<file path="src/shared/rsd_pkg.sv">
/*
 * Package for the RS485 direction and error indicator block: register map,
 * field positions, reset values and timing counts.
 * Assumes a 200 MHz ref_clk and a word-wide AHB-Lite register port.
 */
package rsd_pkg;
    localparam int unsigned CLK_MHZ = 200;
    // Register byte offsets
    localparam logic [7:0] OFS_CTRL = 8'h00;
    localparam logic [7:0] OFS_STAT = 8'h04;
    localparam logic [7:0] OFS_IRQ_STAT = 8'h08;
    localparam logic [7:0] OFS_IRQ_MASK = 8'h0c;
    localparam logic [7:0] OFS_UPTIME = 8'h10;
    localparam logic [7:0] OFS_LOG_IDX = 8'h14;
    localparam logic [7:0] OFS_LOG_CODE = 8'h18;
    localparam logic [7:0] OFS_LOG_TIME = 8'h1c;
    // CTRL fields
    localparam int unsigned CTRL_MODE_485 = 0;
    localparam int unsigned CTRL_CONNECTED = 1;
    localparam int unsigned CTRL_SELFTEST_OK = 2;
    localparam int unsigned CTRL_SELFTEST_DONE = 3;
    localparam logic [31:0] CTRL_RESET = 32'h0000_0000;
    // Event bits (IRQ status / mask layout)
    localparam int unsigned EV_LINK = 0;
    localparam int unsigned EV_FORMAT = 1;
    localparam int unsigned EV_HSHAKE = 2;
    localparam int unsigned EV_SELFTEST = 3;
    localparam int unsigned EV_W = 4;
    // Fault codes kept in the history
    localparam logic [1:0] CODE_FORMAT = 2'h1;
    localparam logic [1:0] CODE_HSHAKE = 2'h2;
    // Indicator timing, in ms
    localparam int unsigned FLASH_ON_MS = 100;
    localparam int unsigned FLASH_GAP_MS = 200;
    localparam int unsigned GROUP_PAUSE_MS = 1200;
    localparam int unsigned ACT_PULSE_MS = 50;
    localparam int unsigned PERIOD_MS = 1000;
    localparam int unsigned MS_CYC = CLK_MHZ * 1000;
    localparam int unsigned FLASH_ON_CYC = FLASH_ON_MS * MS_CYC;
    localparam int unsigned FLASH_GAP_CYC = FLASH_GAP_MS * MS_CYC;
    localparam int unsigned GROUP_PAUSE_CYC = GROUP_PAUSE_MS * MS_CYC;
    localparam int unsigned ACT_PULSE_CYC = ACT_PULSE_MS * MS_CYC;
    localparam int unsigned PERIOD_CYC = PERIOD_MS * MS_CYC;
    localparam int unsigned LOG_DEPTH = 5;
endpackage

</file>
<file path="src/shared/rsd_flash_if.sv">
/*
 * Interface between the top and the flash pattern generator.
 * Assumes both ends share ref_clk.
 */
`timescale 1ns/1ps
interface rsd_flash_if;
    logic [1:0] count;
    logic led;
    modport ctl (output count, input led);
    modport gen (input count, output led);
endinterface

</file>
<file path="src/hw/rsd_flasher.sv">
/*
 * Error indicator flash generator: count flashes, then a long pause.
 * Assumes count is 0 for dark and 1..3 for the pattern; timing parameters.
 */
`timescale 1ns/1ps
module rsd_flasher #(
    parameter int unsigned ON_CYC = rsd_pkg::FLASH_ON_CYC,
    parameter int unsigned GAP_CYC = rsd_pkg::FLASH_GAP_CYC,
    parameter int unsigned PAUSE_CYC = rsd_pkg::GROUP_PAUSE_CYC
) (
    input wire logic ref_clk,
    input wire logic srst,
    input wire logic clk_en,
    rsd_flash_if.gen fl
);
    typedef enum logic [1:0] {
        RSD_F_IDLE = 2'b00,
        RSD_F_ON = 2'b01,
        RSD_F_GAP = 2'b10,
        RSD_F_PAUSE = 2'b11
    } rsd_fstate_t;
    typedef struct packed {
        rsd_fstate_t st;
        logic [31:0] tmr;
        logic [1:0] left;
        logic led;
    } rsd_fl_t;
    rsd_fl_t q, d;

    // Flash sequencer; pause longer than gap keeps the count readable
    always_comb begin
        d = q;
        if (q.tmr != 32'h0) begin
            d.tmr = q.tmr - 32'h1;
        end
        case (q.st)
            RSD_F_IDLE: begin
                d.led = 1'b0;
                if (fl.count != 2'h0) begin
                    d.st = RSD_F_ON;
                    d.left = fl.count;
                    d.tmr = 32'(ON_CYC);
                    d.led = 1'b1;
                end
            end
            RSD_F_ON: begin
                if (q.tmr == 32'h0) begin
                    d.led = 1'b0;
                    d.left = q.left - 2'h1;
                    d.st = (q.left == 2'h1) ? RSD_F_PAUSE : RSD_F_GAP;
                    d.tmr = (q.left == 2'h1) ? 32'(PAUSE_CYC) : 32'(GAP_CYC);
                end
            end
            RSD_F_GAP: begin
                if (q.tmr == 32'h0) begin
                    d.st = RSD_F_ON;
                    d.led = 1'b1;
                    d.tmr = 32'(ON_CYC);
                end
            end
            default: begin
                if (q.tmr == 32'h0) begin
                    d.st = RSD_F_IDLE;
                end
            end
        endcase
    end

    always_ff @(posedge ref_clk) begin
        if (srst) begin
            q <= '0;
        end else if (clk_en) begin
            q <= d;
        end
    end

    assign fl.led = q.led;
endmodule

</file>
<file path="src/hw/rsd_top.sv">
/*
 * RS485 direction control, port routing and indicator logic with fault
 * history, registers over AHB-Lite.
 * Assumes a UART core beside it gives tx busy/start and rx event strobes,
 * all synchronous to ref_clk.
 */
// The AHB-Lite slave port and the address map were decided locally.
`timescale 1ns/1ps
module rsd_top #(
    parameter int unsigned ON_CYC = rsd_pkg::FLASH_ON_CYC,
    parameter int unsigned GAP_CYC = rsd_pkg::FLASH_GAP_CYC,
    parameter int unsigned PAUSE_CYC = rsd_pkg::GROUP_PAUSE_CYC,
    parameter int unsigned ACT_CYC = rsd_pkg::ACT_PULSE_CYC,
    parameter int unsigned PER_CYC = rsd_pkg::PERIOD_CYC,
    parameter int unsigned MS_CYC = rsd_pkg::MS_CYC
) (
    input wire logic ref_clk,
    input wire logic srst,
    input wire logic clk_en,
    // AHB-Lite slave
    input wire logic hsel,
    input wire logic [7:0] haddr,
    input wire logic [1:0] htrans,
    input wire logic hwrite,
    input wire logic [2:0] hsize,
    input wire logic [31:0] hwdata,
    input wire logic hready,
    output logic hreadyout,
    output logic hresp,
    output logic [31:0] hrdata,
    // UART side
    input wire logic uart_txd,
    input wire logic tx_start,
    input wire logic tx_busy,
    input wire logic rx_char,
    input wire logic rx_par_err,
    input wire logic rx_frm_err,
    input wire logic rx_overrun,
    input wire logic hs_stop,
    input wire logic link_ok,
    output logic uart_rxd,
    // Pins
    input wire logic ttl_rxd,
    input wire logic bus_rxd,
    output logic ttl_txd,
    output logic bus_txd,
    output logic bus_de,
    output logic bus_re_n,
    output logic led_status,
    output logic led_error,
    output logic led_power,
    output logic irq
);
    localparam int unsigned LD = rsd_pkg::LOG_DEPTH;

    typedef struct packed {
        logic [31:0] ctrl;
        logic [rsd_pkg::EV_W-1:0] ist;
        logic [rsd_pkg::EV_W-1:0] imask;
        logic [2:0] lidx;
        logic dph;
        logic dwr;
        logic [7:0] daddr;
        logic [31:0] rdata;
        logic de;
        logic re_n;
        logic ttl_tx;
        logic bus_tx;
        logic rxd;
        logic [31:0] act_tmr;
        logic [31:0] per_tmr;
        logic [31:0] ms_tmr;
        logic [31:0] uptime;
        logic fail;
        logic sts;
        logic err;
        logic pwr;
        logic irq;
        logic [2:0] lwp;
        logic [4:0][1:0] codes;
        logic [4:0][31:0] times;
    } rsd_st_t;
    rsd_st_t q, d;

    rsd_flash_if fl ();
    logic fmt_err;
    logic hs_err;
    logic [2:0] ridx;

    rsd_flasher #(
        .ON_CYC(ON_CYC),
        .GAP_CYC(GAP_CYC),
        .PAUSE_CYC(PAUSE_CYC)
    ) u_flash (
        .ref_clk(ref_clk),
        .srst(srst),
        .clk_en(clk_en),
        .fl(fl)
    );

    // Format error covers parity, framing and overrun alike
    assign fmt_err = rx_char & (rx_par_err | rx_frm_err | rx_overrun);
    // Traffic after our stop signal is the remote's fault
    assign hs_err = rx_char & hs_stop;
    // Fixed priority: link, then format, then handshake
    assign fl.count = (!link_ok) ? 2'h1 : q.ist[rsd_pkg::EV_FORMAT] ? 2'h2 :
                      q.ist[rsd_pkg::EV_HSHAKE] ? 2'h3 : 2'h0;
    assign ridx = (q.lidx < 3'(LD)) ? q.lidx : 3'h0;

    always_comb begin
        logic mode485;
        logic run;
        logic [rsd_pkg::EV_W-1:0] ev;
        logic [rsd_pkg::EV_W-1:0] clr;
        mode485 = q.ctrl[rsd_pkg::CTRL_MODE_485];
        run = q.ctrl[rsd_pkg::CTRL_SELFTEST_DONE] & ~q.fail;
        ev = '0;
        clr = '0;
        d = q;

        // Bus slave: zero wait state, always OKAY
        d.dph = hsel & hready & htrans[1];
        d.dwr = hwrite;
        d.daddr = haddr;
        if (q.dph && q.dwr) begin
            if (q.daddr == rsd_pkg::OFS_CTRL) begin
                d.ctrl = hwdata;
            end else if (q.daddr == rsd_pkg::OFS_IRQ_STAT) begin
                clr = hwdata[rsd_pkg::EV_W-1:0];
            end else if (q.daddr == rsd_pkg::OFS_IRQ_MASK) begin
                d.imask = hwdata[rsd_pkg::EV_W-1:0];
            end else if (q.daddr == rsd_pkg::OFS_LOG_IDX) begin
                d.lidx = hwdata[2:0];
            end
        end
        if (hsel && hready && htrans[1] && !hwrite) begin
            if (haddr == rsd_pkg::OFS_CTRL) begin
                d.rdata = q.ctrl;
            end else if (haddr == rsd_pkg::OFS_STAT) begin
                d.rdata = {26'h0, q.fail, link_ok, q.re_n, q.de, q.sts, q.err};
            end else if (haddr == rsd_pkg::OFS_IRQ_STAT) begin
                d.rdata = {28'h0, q.ist};
            end else if (haddr == rsd_pkg::OFS_IRQ_MASK) begin
                d.rdata = {28'h0, q.imask};
            end else if (haddr == rsd_pkg::OFS_UPTIME) begin
                d.rdata = q.uptime;
            end else if (haddr == rsd_pkg::OFS_LOG_IDX) begin
                d.rdata = {29'h0, q.lidx};
            end else if (haddr == rsd_pkg::OFS_LOG_CODE) begin
                d.rdata = {30'h0, q.codes[ridx]};
            end else if (haddr == rsd_pkg::OFS_LOG_TIME) begin
                d.rdata = q.times[ridx];
            end else begin
                d.rdata = 32'h0;
            end
        end

        // Self-test failure latched once software reports it
        if (q.ctrl[rsd_pkg::CTRL_SELFTEST_DONE] && !q.ctrl[rsd_pkg::CTRL_SELFTEST_OK]
            && !q.fail) begin
            d.fail = 1'b1;
            ev[rsd_pkg::EV_SELFTEST] = 1'b1;
        end

        // Uptime in ms since reset, stamps the history
        d.ms_tmr = (q.ms_tmr == 32'h0) ? 32'(MS_CYC - 1) : q.ms_tmr - 32'h1;
        if (q.ms_tmr == 32'h0) begin
            d.uptime = q.uptime + 32'h1;
        end

        // Driver follows the transmitter: on at start, off when idle
        d.de = run & mode485 & (tx_start | tx_busy);
        d.re_n = run & mode485 & (tx_start | tx_busy);
        // Only the selected path moves, the other idles high
        d.ttl_tx = (run && !mode485) ? uart_txd : 1'b1;
        d.bus_tx = (run && mode485) ? uart_txd : 1'b1;
        // Own echo blocked while driving
        d.rxd = !run ? 1'b1 : !mode485 ? ttl_rxd : q.re_n ? 1'b1 : bus_rxd;

        if (run) begin
            ev[rsd_pkg::EV_LINK] = ~link_ok;
            ev[rsd_pkg::EV_FORMAT] = fmt_err;
            ev[rsd_pkg::EV_HSHAKE] = hs_err;
        end
        // History of serial faults, oldest overwritten
        if (run && (fmt_err || hs_err)) begin
            d.codes[q.lwp] = fmt_err ? rsd_pkg::CODE_FORMAT : rsd_pkg::CODE_HSHAKE;
            d.times[q.lwp] = q.uptime;
            d.lwp = (q.lwp == 3'(LD - 1)) ? 3'h0 : q.lwp + 3'h1;
        end
        // Set wins over write-one-to-clear
        d.ist = (q.ist & ~clr) | ev;
        d.irq = |(d.ist & q.imask);

        // Activity pulse and connection beacon
        if (run && (tx_start || rx_char)) begin
            d.act_tmr = 32'(ACT_CYC);
        end else if (q.act_tmr != 32'h0) begin
            d.act_tmr = q.act_tmr - 32'h1;
        end
        if (!q.ctrl[rsd_pkg::CTRL_CONNECTED] || q.per_tmr == 32'h0) begin
            d.per_tmr = 32'(PER_CYC - 1);
        end else begin
            d.per_tmr = q.per_tmr - 32'h1;
        end
        if (q.ctrl[rsd_pkg::CTRL_CONNECTED] && q.per_tmr == 32'h0 && run) begin
            d.act_tmr = 32'(ACT_CYC);
        end

        // Failed self-test: everything lit solid
        d.sts = q.fail | (q.act_tmr != 32'h0);
        d.err = q.fail | (run & fl.led);
        d.pwr = 1'b1;
        if (q.fail) begin
            d.de = 1'b0;
            d.re_n = 1'b1;
        end
    end

    always_ff @(posedge ref_clk) begin
        if (srst) begin
            q <= '0;
            q.ctrl <= rsd_pkg::CTRL_RESET;
            q.re_n <= 1'b0;
            q.ttl_tx <= 1'b1;
            q.bus_tx <= 1'b1;
            q.rxd <= 1'b1;
        end else if (clk_en) begin
            q <= d;
        end
    end

    assign hreadyout = 1'b1;
    assign hresp = 1'b0;
    assign hrdata = q.rdata;
    assign bus_de = q.de;
    assign bus_re_n = q.re_n;
    assign ttl_txd = q.ttl_tx;
    assign bus_txd = q.bus_tx;
    assign uart_rxd = q.rxd;
    assign led_status = q.sts;
    assign led_error = q.err;
    assign led_power = q.pwr;
    assign irq = q.irq;

    a_drv_rx_excl: assert property (@(posedge ref_clk) disable iff (srst)
        bus_de |-> bus_re_n) else $error("receiver open while driving");
    a_drv_follow_tx: assert property (@(posedge ref_clk) disable iff (srst)
        (clk_en && tx_start && q.ctrl[0] && q.ctrl[3] && !q.fail) |=> bus_de)
        else $error("driver not enabled on transmit");
    a_path_exclusive: assert property (@(posedge ref_clk) disable iff (srst)
        !(ttl_txd == 1'b0 && bus_txd == 1'b0)) else $error("both paths active");
    a_fail_all_on: assert property (@(posedge ref_clk) disable iff (srst)
        (clk_en && q.fail) |=> (led_status && led_error && led_power))
        else $error("self-test fail not shown");
    a_fmt_sticky: assert property (@(posedge ref_clk) disable iff (srst)
        (clk_en && fmt_err && q.ctrl[3] && !q.fail) |=> q.ist[1])
        else $error("format error not recorded");
    a_hs_sticky: assert property (@(posedge ref_clk) disable iff (srst)
        (clk_en && hs_err && q.ctrl[3] && !q.fail) |=> q.ist[2])
        else $error("handshake error not recorded");
    a_link_one: assert property (@(posedge ref_clk) disable iff (srst)
        !link_ok |-> fl.count == 2'h1) else $error("link pattern wrong");
    a_act_pulse: assert property (@(posedge ref_clk) disable iff (srst)
        (clk_en && rx_char && q.ctrl[3] && !q.fail) ##1 clk_en |=> led_status)
        else $error("no activity pulse");
endmodule

</file>
<file path="config.mk">
export PLATFORM = sky130hd
export DESIGN_NAME = rsd_top
export DESIGN_NICKNAME = d
export VERILOG_FILES = /design/src/shared/rsd_pkg.sv /design/src/shared/rsd_flash_if.sv /design/src/hw/rsd_flasher.sv /design/src/hw/rsd_top.sv
export SDC_FILE = /design/constraint.sdc
export NUM_CORES = 1
export LEC_CHECK = 0
export BUFFER_PORTS_ARGS = -buffer_cell sky130_fd_sc_hd__buf_4
export CORE_MARGIN = 2
export CORE_UTILIZATION = 42
export CTS_BUF_LIST = sky130_fd_sc_hd__clkbuf_8
export DETAILED_ROUTE_END_ITERATION = 10
export PLACE_DENSITY = 0.64
export SLEW_MARGIN = 10
export SYNTH_ARGS = -nofsm -noshare
export SYNTH_HDL_FRONTEND = slang
export SYNTH_SLANG_ARGS = --single-unit
</file>
<file path="constraint.sdc">
create_clock -name ref_clk -period 7.8 [get_ports ref_clk]
set_input_delay 2.34 -clock ref_clk [delete_from_list [all_inputs] [get_ports ref_clk]]
set_output_delay 2.34 -clock ref_clk [all_outputs]
set_load 0.05 [all_outputs]
</file>
## Word level (Yosys, flattened, before mapping)

Cells that the tools add are included.

- Bits in registers: 433
- Input port bits: 62
- Output and inout bits: 43
- Logic and storage cells: 185

- Order comparisons: 4
- Bitwise gates (word level): 22
- Multiplexer cells: 52
- Equal/unequal tests: 17
- Reductions and logical operators: 46
- $add $sub $neg: 7

Operator list:

| operator | count |
|---|---|
| two-way mux 32 bit | 16 |
| bitwise mux 160 bit | 1 |
| subtractor 32 x 1 -> 32 bit (second input constant) | 4 |
| binary-select mux 32 bit (select 3 bit) | 1 |
| demux 32 bit (select 3 bit) | 1 |
| zero test 32 bit | 3 |
| case mux 32 bit (3 select lines) | 1 |
| two-way mux 37 bit | 2 |
| nonzero test 32 bit | 2 |
| == test 8 x 5 -> 1 bit (second input constant) | 5 |
| two-way mux 34 bit | 1 |
| adder 32 x 1 -> 32 bit (second input constant) | 1 |
| == test 8 x 4 -> 1 bit (second input constant) | 4 |
| two-way mux 28 bit | 1 |
| zero test 8 bit | 2 |
| two-way mux 2 bit | 8 |
| logical AND 1 bit | 13 |
| two-way mux 4 bit | 3 |
| bitwise mux 10 bit | 1 |
| AND reduction 2 bit | 5 |
| AND reduction 5 bit | 2 |
| two-way mux 3 bit | 3 |
| AND 1 bit | 8 |
| AND 4 bit | 2 |
| 29 further kinds | 58 |

## Longest topological paths before layout

- Depth after elaboration: 12
- Gate-level depth with buffers: 11

## Cells and area by module

A second synthesis with hierarchy kept.

- Cell total of the unflattened synthesis: 2584
- Area, all modules: 20079.3 um^2

Modules (own cells, without submodules):

| module | times used | cells each | area each (um^2) |
|---|---|---|---|
| rsd_top | 1 | 2254 | 17589.4 |
| rsd_flasher | 1 | 330 | 2489.9 |

## Worst setup path after synthesis

Ideal clock, no wire load.

- Kind: input to register
- Start: input port haddr[7]
- End: register q (netlist bit hrdata[10])
- Data arrival time: 4533 ps
- Buffers on the path: 1
- Cell stages on the path: 7
- Path slack: 3197 ps
- Data required time: 7730 ps
- Cells stage by stage: or4_1 nor3b_1 nand2_1 nor2_1 clkbuf_1 a221oi_1 a21oi_1

- Longest elaborated chain between the ends: 9
- Elaborated cells between the ends (all ways): 16
- Classes of those cells: eq/ne: 7; mux: 8; reduce/logical: 1

RTL lines:

| what | RTL line | source |
|---|---|---|
| from (decl) | rsd_top.sv:22 | `input wire logic [7:0] haddr,` |
| == test 8 x 5 -> 1 bit | rsd_top.sv:151 | `end else if (haddr == rsd_pkg::OFS_LOG_TIME) begin` |
| two-way mux 32 bit | rsd_top.sv:151 |  |
| two-way mux 32 bit | rsd_top.sv:149 | `end else if (haddr == rsd_pkg::OFS_LOG_CODE) begin` |
| two-way mux 32 bit | rsd_top.sv:147 | `end else if (haddr == rsd_pkg::OFS_LOG_IDX) begin` |
| two-way mux 32 bit | rsd_top.sv:145 | `end else if (haddr == rsd_pkg::OFS_UPTIME) begin` |
| two-way mux 32 bit | rsd_top.sv:143 | `end else if (haddr == rsd_pkg::OFS_IRQ_MASK) begin` |
| two-way mux 32 bit | rsd_top.sv:141 | `end else if (haddr == rsd_pkg::OFS_IRQ_STAT) begin` |
| two-way mux 32 bit | rsd_top.sv:139 | `end else if (haddr == rsd_pkg::OFS_STAT) begin` |
| two-way mux 32 bit * | rsd_top.sv:137 | `if (haddr == rsd_pkg::OFS_CTRL) begin` |
| to (decl) | rsd_top.sv:83 | `rsd_st_t q, d;` |

Every way passes the cells marked *; elsewhere a longest branch is shown, timed or not.
A chain may end at the register's enable or synchronous reset.

## Worst setup path in the final report

- Start: input port clk_en
- End: register q (netlist bit hrdata[30])

- Longest elaborated chain between the ends: 1

RTL lines:

| what | RTL line | source |
|---|---|---|
| from (decl) | rsd_top.sv:19 | `input wire logic clk_en,` |
| AND reduction 2 bit (no line) | n/a |  |

No other way between the ends.

==> flow_summary.ini <==
[run_status]
outcome = complete, no violations

[detailed_routing]
drt.antenna.violating_nets = 0
dr.pass1.iters = 6
routed_wire_length_per_instance_um = 17.9
detailedRoute.firstIterationViolations = 1657
routed_via_density = 5.82
detail_route.drc_violations = 0
route.vias.total = 18500
totalWireLength_um = 56800

[cts]
cts_inserted_buffers = 76
cts_max_path_buffers = 3
setup_repair_bufs_after_cts = 0
postCtsResizedCells = 0
clkLatencyLatePin_ns = 0.67
clock_tree_from_tritoncts = yes
number_of_sinks_on_the_clock_net = 433
cts.reportedPaths.clkPinSlew_ns = 0.06
cts_max_level = 3
cts_hold_repair.buffers = 0
cts-root-buf = sky130_fd_sc_hd__clkbuf_8

[worst_hold_path]
hold_path_depth = 2
hold_path_startpoint = q[366]
hold_path_class = reg -> reg

[critical_path]
r2r-start = u_flash.q[12]
startpoint_type = primary input
launch_point_of_the_worst_path = clk_en
critPathRequiredTime_ns = 8.36
endpoint_kind = flip-flop
rr_worst_depth = 6
worst-setup-path-type = in -> reg
timing.critical_path.fanout_max = 59
worst-endpoint-arrival_ns = 5.29

[logic_synthesis]
ys_seq_elements = 433
synth_ff_type = sky130_fd_sc_hd__dfxtp_1
netlist_area_um2 = 20100
post_synth.cell_area_avg_um2 = 7.94
synth.lib_cells_used.distinct = 84
synth.most_common_cell = sky130_fd_sc_hd__nand2_1
synth_area_leader = sky130_fd_sc_hd__dfxtp_1
yosys_warnings = 0
synth_enable_flop_cells = 0
postSynthNetCount = 2615
synthTopCellsByCount = 496 x sky130_fd_sc_hd__nand2_1, 433 x sky130_fd_sc_hd__dfxtp_1, 333 x sky130_fd_sc_hd__a21oi_1, 208 x sky130_fd_sc_hd__nor2_1, 175 x sky130_fd_sc_hd__clkbuf_1
synth.area.top_cells = sky130_fd_sc_hd__dfxtp_1 43%, sky130_fd_sc_hd__nand2_1 9.2%, sky130_fd_sc_hd__a21oi_1 8.3%, sky130_fd_sc_hd__nor2_1 3.9%, sky130_fd_sc_hd__clkbuf_1 3.3%
synth_top_cell_area_share_pct = 43.0
synthesis.instances = 2538
yosysSeqAreaShare_pct = 43.0
async_flop_share_pct = 0

[timing]
totalNegativeSetupSlack_ns = 0
hold_viol_final = 0
period_needed_ns = 4.73
slew_at_the_pin_closest_to_its_max_slew_limit_ns = 1.32
timing.fmax_mhz = 211
worst_clock_skew_ns = 0.0377
setup_repair_after_global_routing_missed_its_margin = false
number_of_endpoints_failing_setup_at_the_final_stage = 0
finalCritPeriodShare_pct = 60.6
final-max-slew-violation-count = 0
max_slew_margin_pct = 11.9

[layout]
design.final.nets = 2584
layout_cell_area_excl_fill_um2 = 22300
post_route_cells_drive_above_1_share_pct = 11.7
largest_register_ffs = 355
area_growth_from_synthesis_to_layout_pct = 10.9
finalNonFillerCells = 3174
largest-register = q
post-route-util_pct = 47.0

[pwr]
p_leak_nw = 7.94
worst_ir_drop_vdd_v = 0.000124
power-per-cell-area_nw_per_um2 = 269

[floorplanning]
core_area_um2 = 47500
placementRows = 80
die_span_in_y_um = 223
floorplan.initialDensity_pct = 42.4
floorplan.die.width_um = 223
boundaryPins = 105
design.die.area_um2 = 49700

[placement]
placed_area_um2 = 20900
place_inst = 3044
dp_hpwl_um = 34900
finalWeightedCongestion = 0.876
port_buffers = 98

[grt]
grt_antenna_before_repair = 1
via_count_of_the_first_global_routing_pass = 17300
grt_use_total_pct = 22.3
pin_count_of_the_biggest_net_entering_global_routing = 102
gr-total-overflow = 0
grt_pass1_wl_um = 90800

[run]
max_cap_viol_count = 0
[cell type report]
class | count | area (um2)
fillers | 4604 | 25200
multi-input cells | 1827 | 10300
flip-flops and latches | 433 | 8670
clock buffers | 91 | 1250
repair buffers | 123 | 931
well taps | 615 | 769
clock inverters | 38 | 196
inverters | 46 | 173
diodes | 1 | 2.50
[report_power, final]
part	internal (W)	switching (W)	total, W
sequential	0.00238	0.000179	0.00256
clock	0.00106	0.000955	0.00201
combinational	0.000540	0.000881	0.00142
[worst max-delay path, stage by stage]
cell and delay [ns]:
sky130_fd_sc_hd__buf_4 0.30, sky130_fd_sc_hd__buf_4 0.63, sky130_fd_sc_hd__inv_1 0.17, sky130_fd_sc_hd__nor3b_2 1.09, sky130_fd_sc_hd__buf_4 0.42, sky130_fd_sc_hd__nor2_1 0.06
sky130_fd_sc_hd__a311oi_1 0.22
[worst paths after layout]
| path | slack, ns | end |
|---|---|---|
| max reg2reg | 3.73 | u_flash.q[30] |
| min reg2reg | 0.45 | q[366] |
| min | 0.45 | q[366] |
| max | 3.07 | hrdata[30] |
[cells by family after synthesis]
logic type	Yosys count	share of synthesized area [%]
flops	433	43.0
mux	60	3.47
xor+xnor	82	3.57
compound gates	644	19.7
buf+inv	278	5.88
simple gates	1024	23.4
fa+ha+maj	15	0.932
other cells	2	0.0373
[cells in the final DEF, fill, tap and decap left out, types with 8 or more instances in the layout]
cell,count
sky130_fd_sc_hd__nand3_1,42
sky130_fd_sc_hd__xor2_1,27
sky130_fd_sc_hd__nand4_1,31
sky130_fd_sc_hd__dfxtp_1,433
sky130_fd_sc_hd__o21ai_0,95
sky130_fd_sc_hd__a222oi_1,26
sky130_fd_sc_hd__nor2b_1,9
sky130_fd_sc_hd__buf_4,122
sky130_fd_sc_hd__inv_1,72
sky130_fd_sc_hd__nor3_1,46
sky130_fd_sc_hd__a211oi_1,15
sky130_fd_sc_hd__or3_1,38
sky130_fd_sc_hd__and3_1,8
sky130_fd_sc_hd__nor2_1,205
sky130_fd_sc_hd__or4_1,26
sky130_fd_sc_hd__a21oi_1,333
sky130_fd_sc_hd__a31oi_1,14
sky130_fd_sc_hd__xnor2_1,55
sky130_fd_sc_hd__o31ai_1,15
sky130_fd_sc_hd__o211ai_1,34
sky130_fd_sc_hd__nor4_1,41
sky130_fd_sc_hd__ha_1,15
sky130_fd_sc_hd__mux2i_1,26
sky130_fd_sc_hd__mux2_2,29
sky130_fd_sc_hd__nand3b_1,8
sky130_fd_sc_hd__nand2_1,494
sky130_fd_sc_hd__or2_2,8
sky130_fd_sc_hd__nand2b_1,10
sky130_fd_sc_hd__clkbuf_8,91
sky130_fd_sc_hd__a221oi_1,28
[routing by layer]
layer	vias up	part of all wire, %	GRT usage, %
li1	8872	-	-
met1	8839	44	29.4
met2	659	47	36.4
met3	102	7.3	4.56
met4	0	2.1	7.51
met5	-	0	0
[per-stage QoR]
step,hold WS [ns],total power [W],setup WS [ns]
finish,0.451,0.00600,3.07
global route,0.470,0.00632,2.94
CTS,0.453,0.00602,3.22
detailed placement,0.445,0.00400,2.50
global placement,0.438,0.00395,2.53
floorplan,0.429,0.00366,3.20
(Power assumes the default switching activity.)
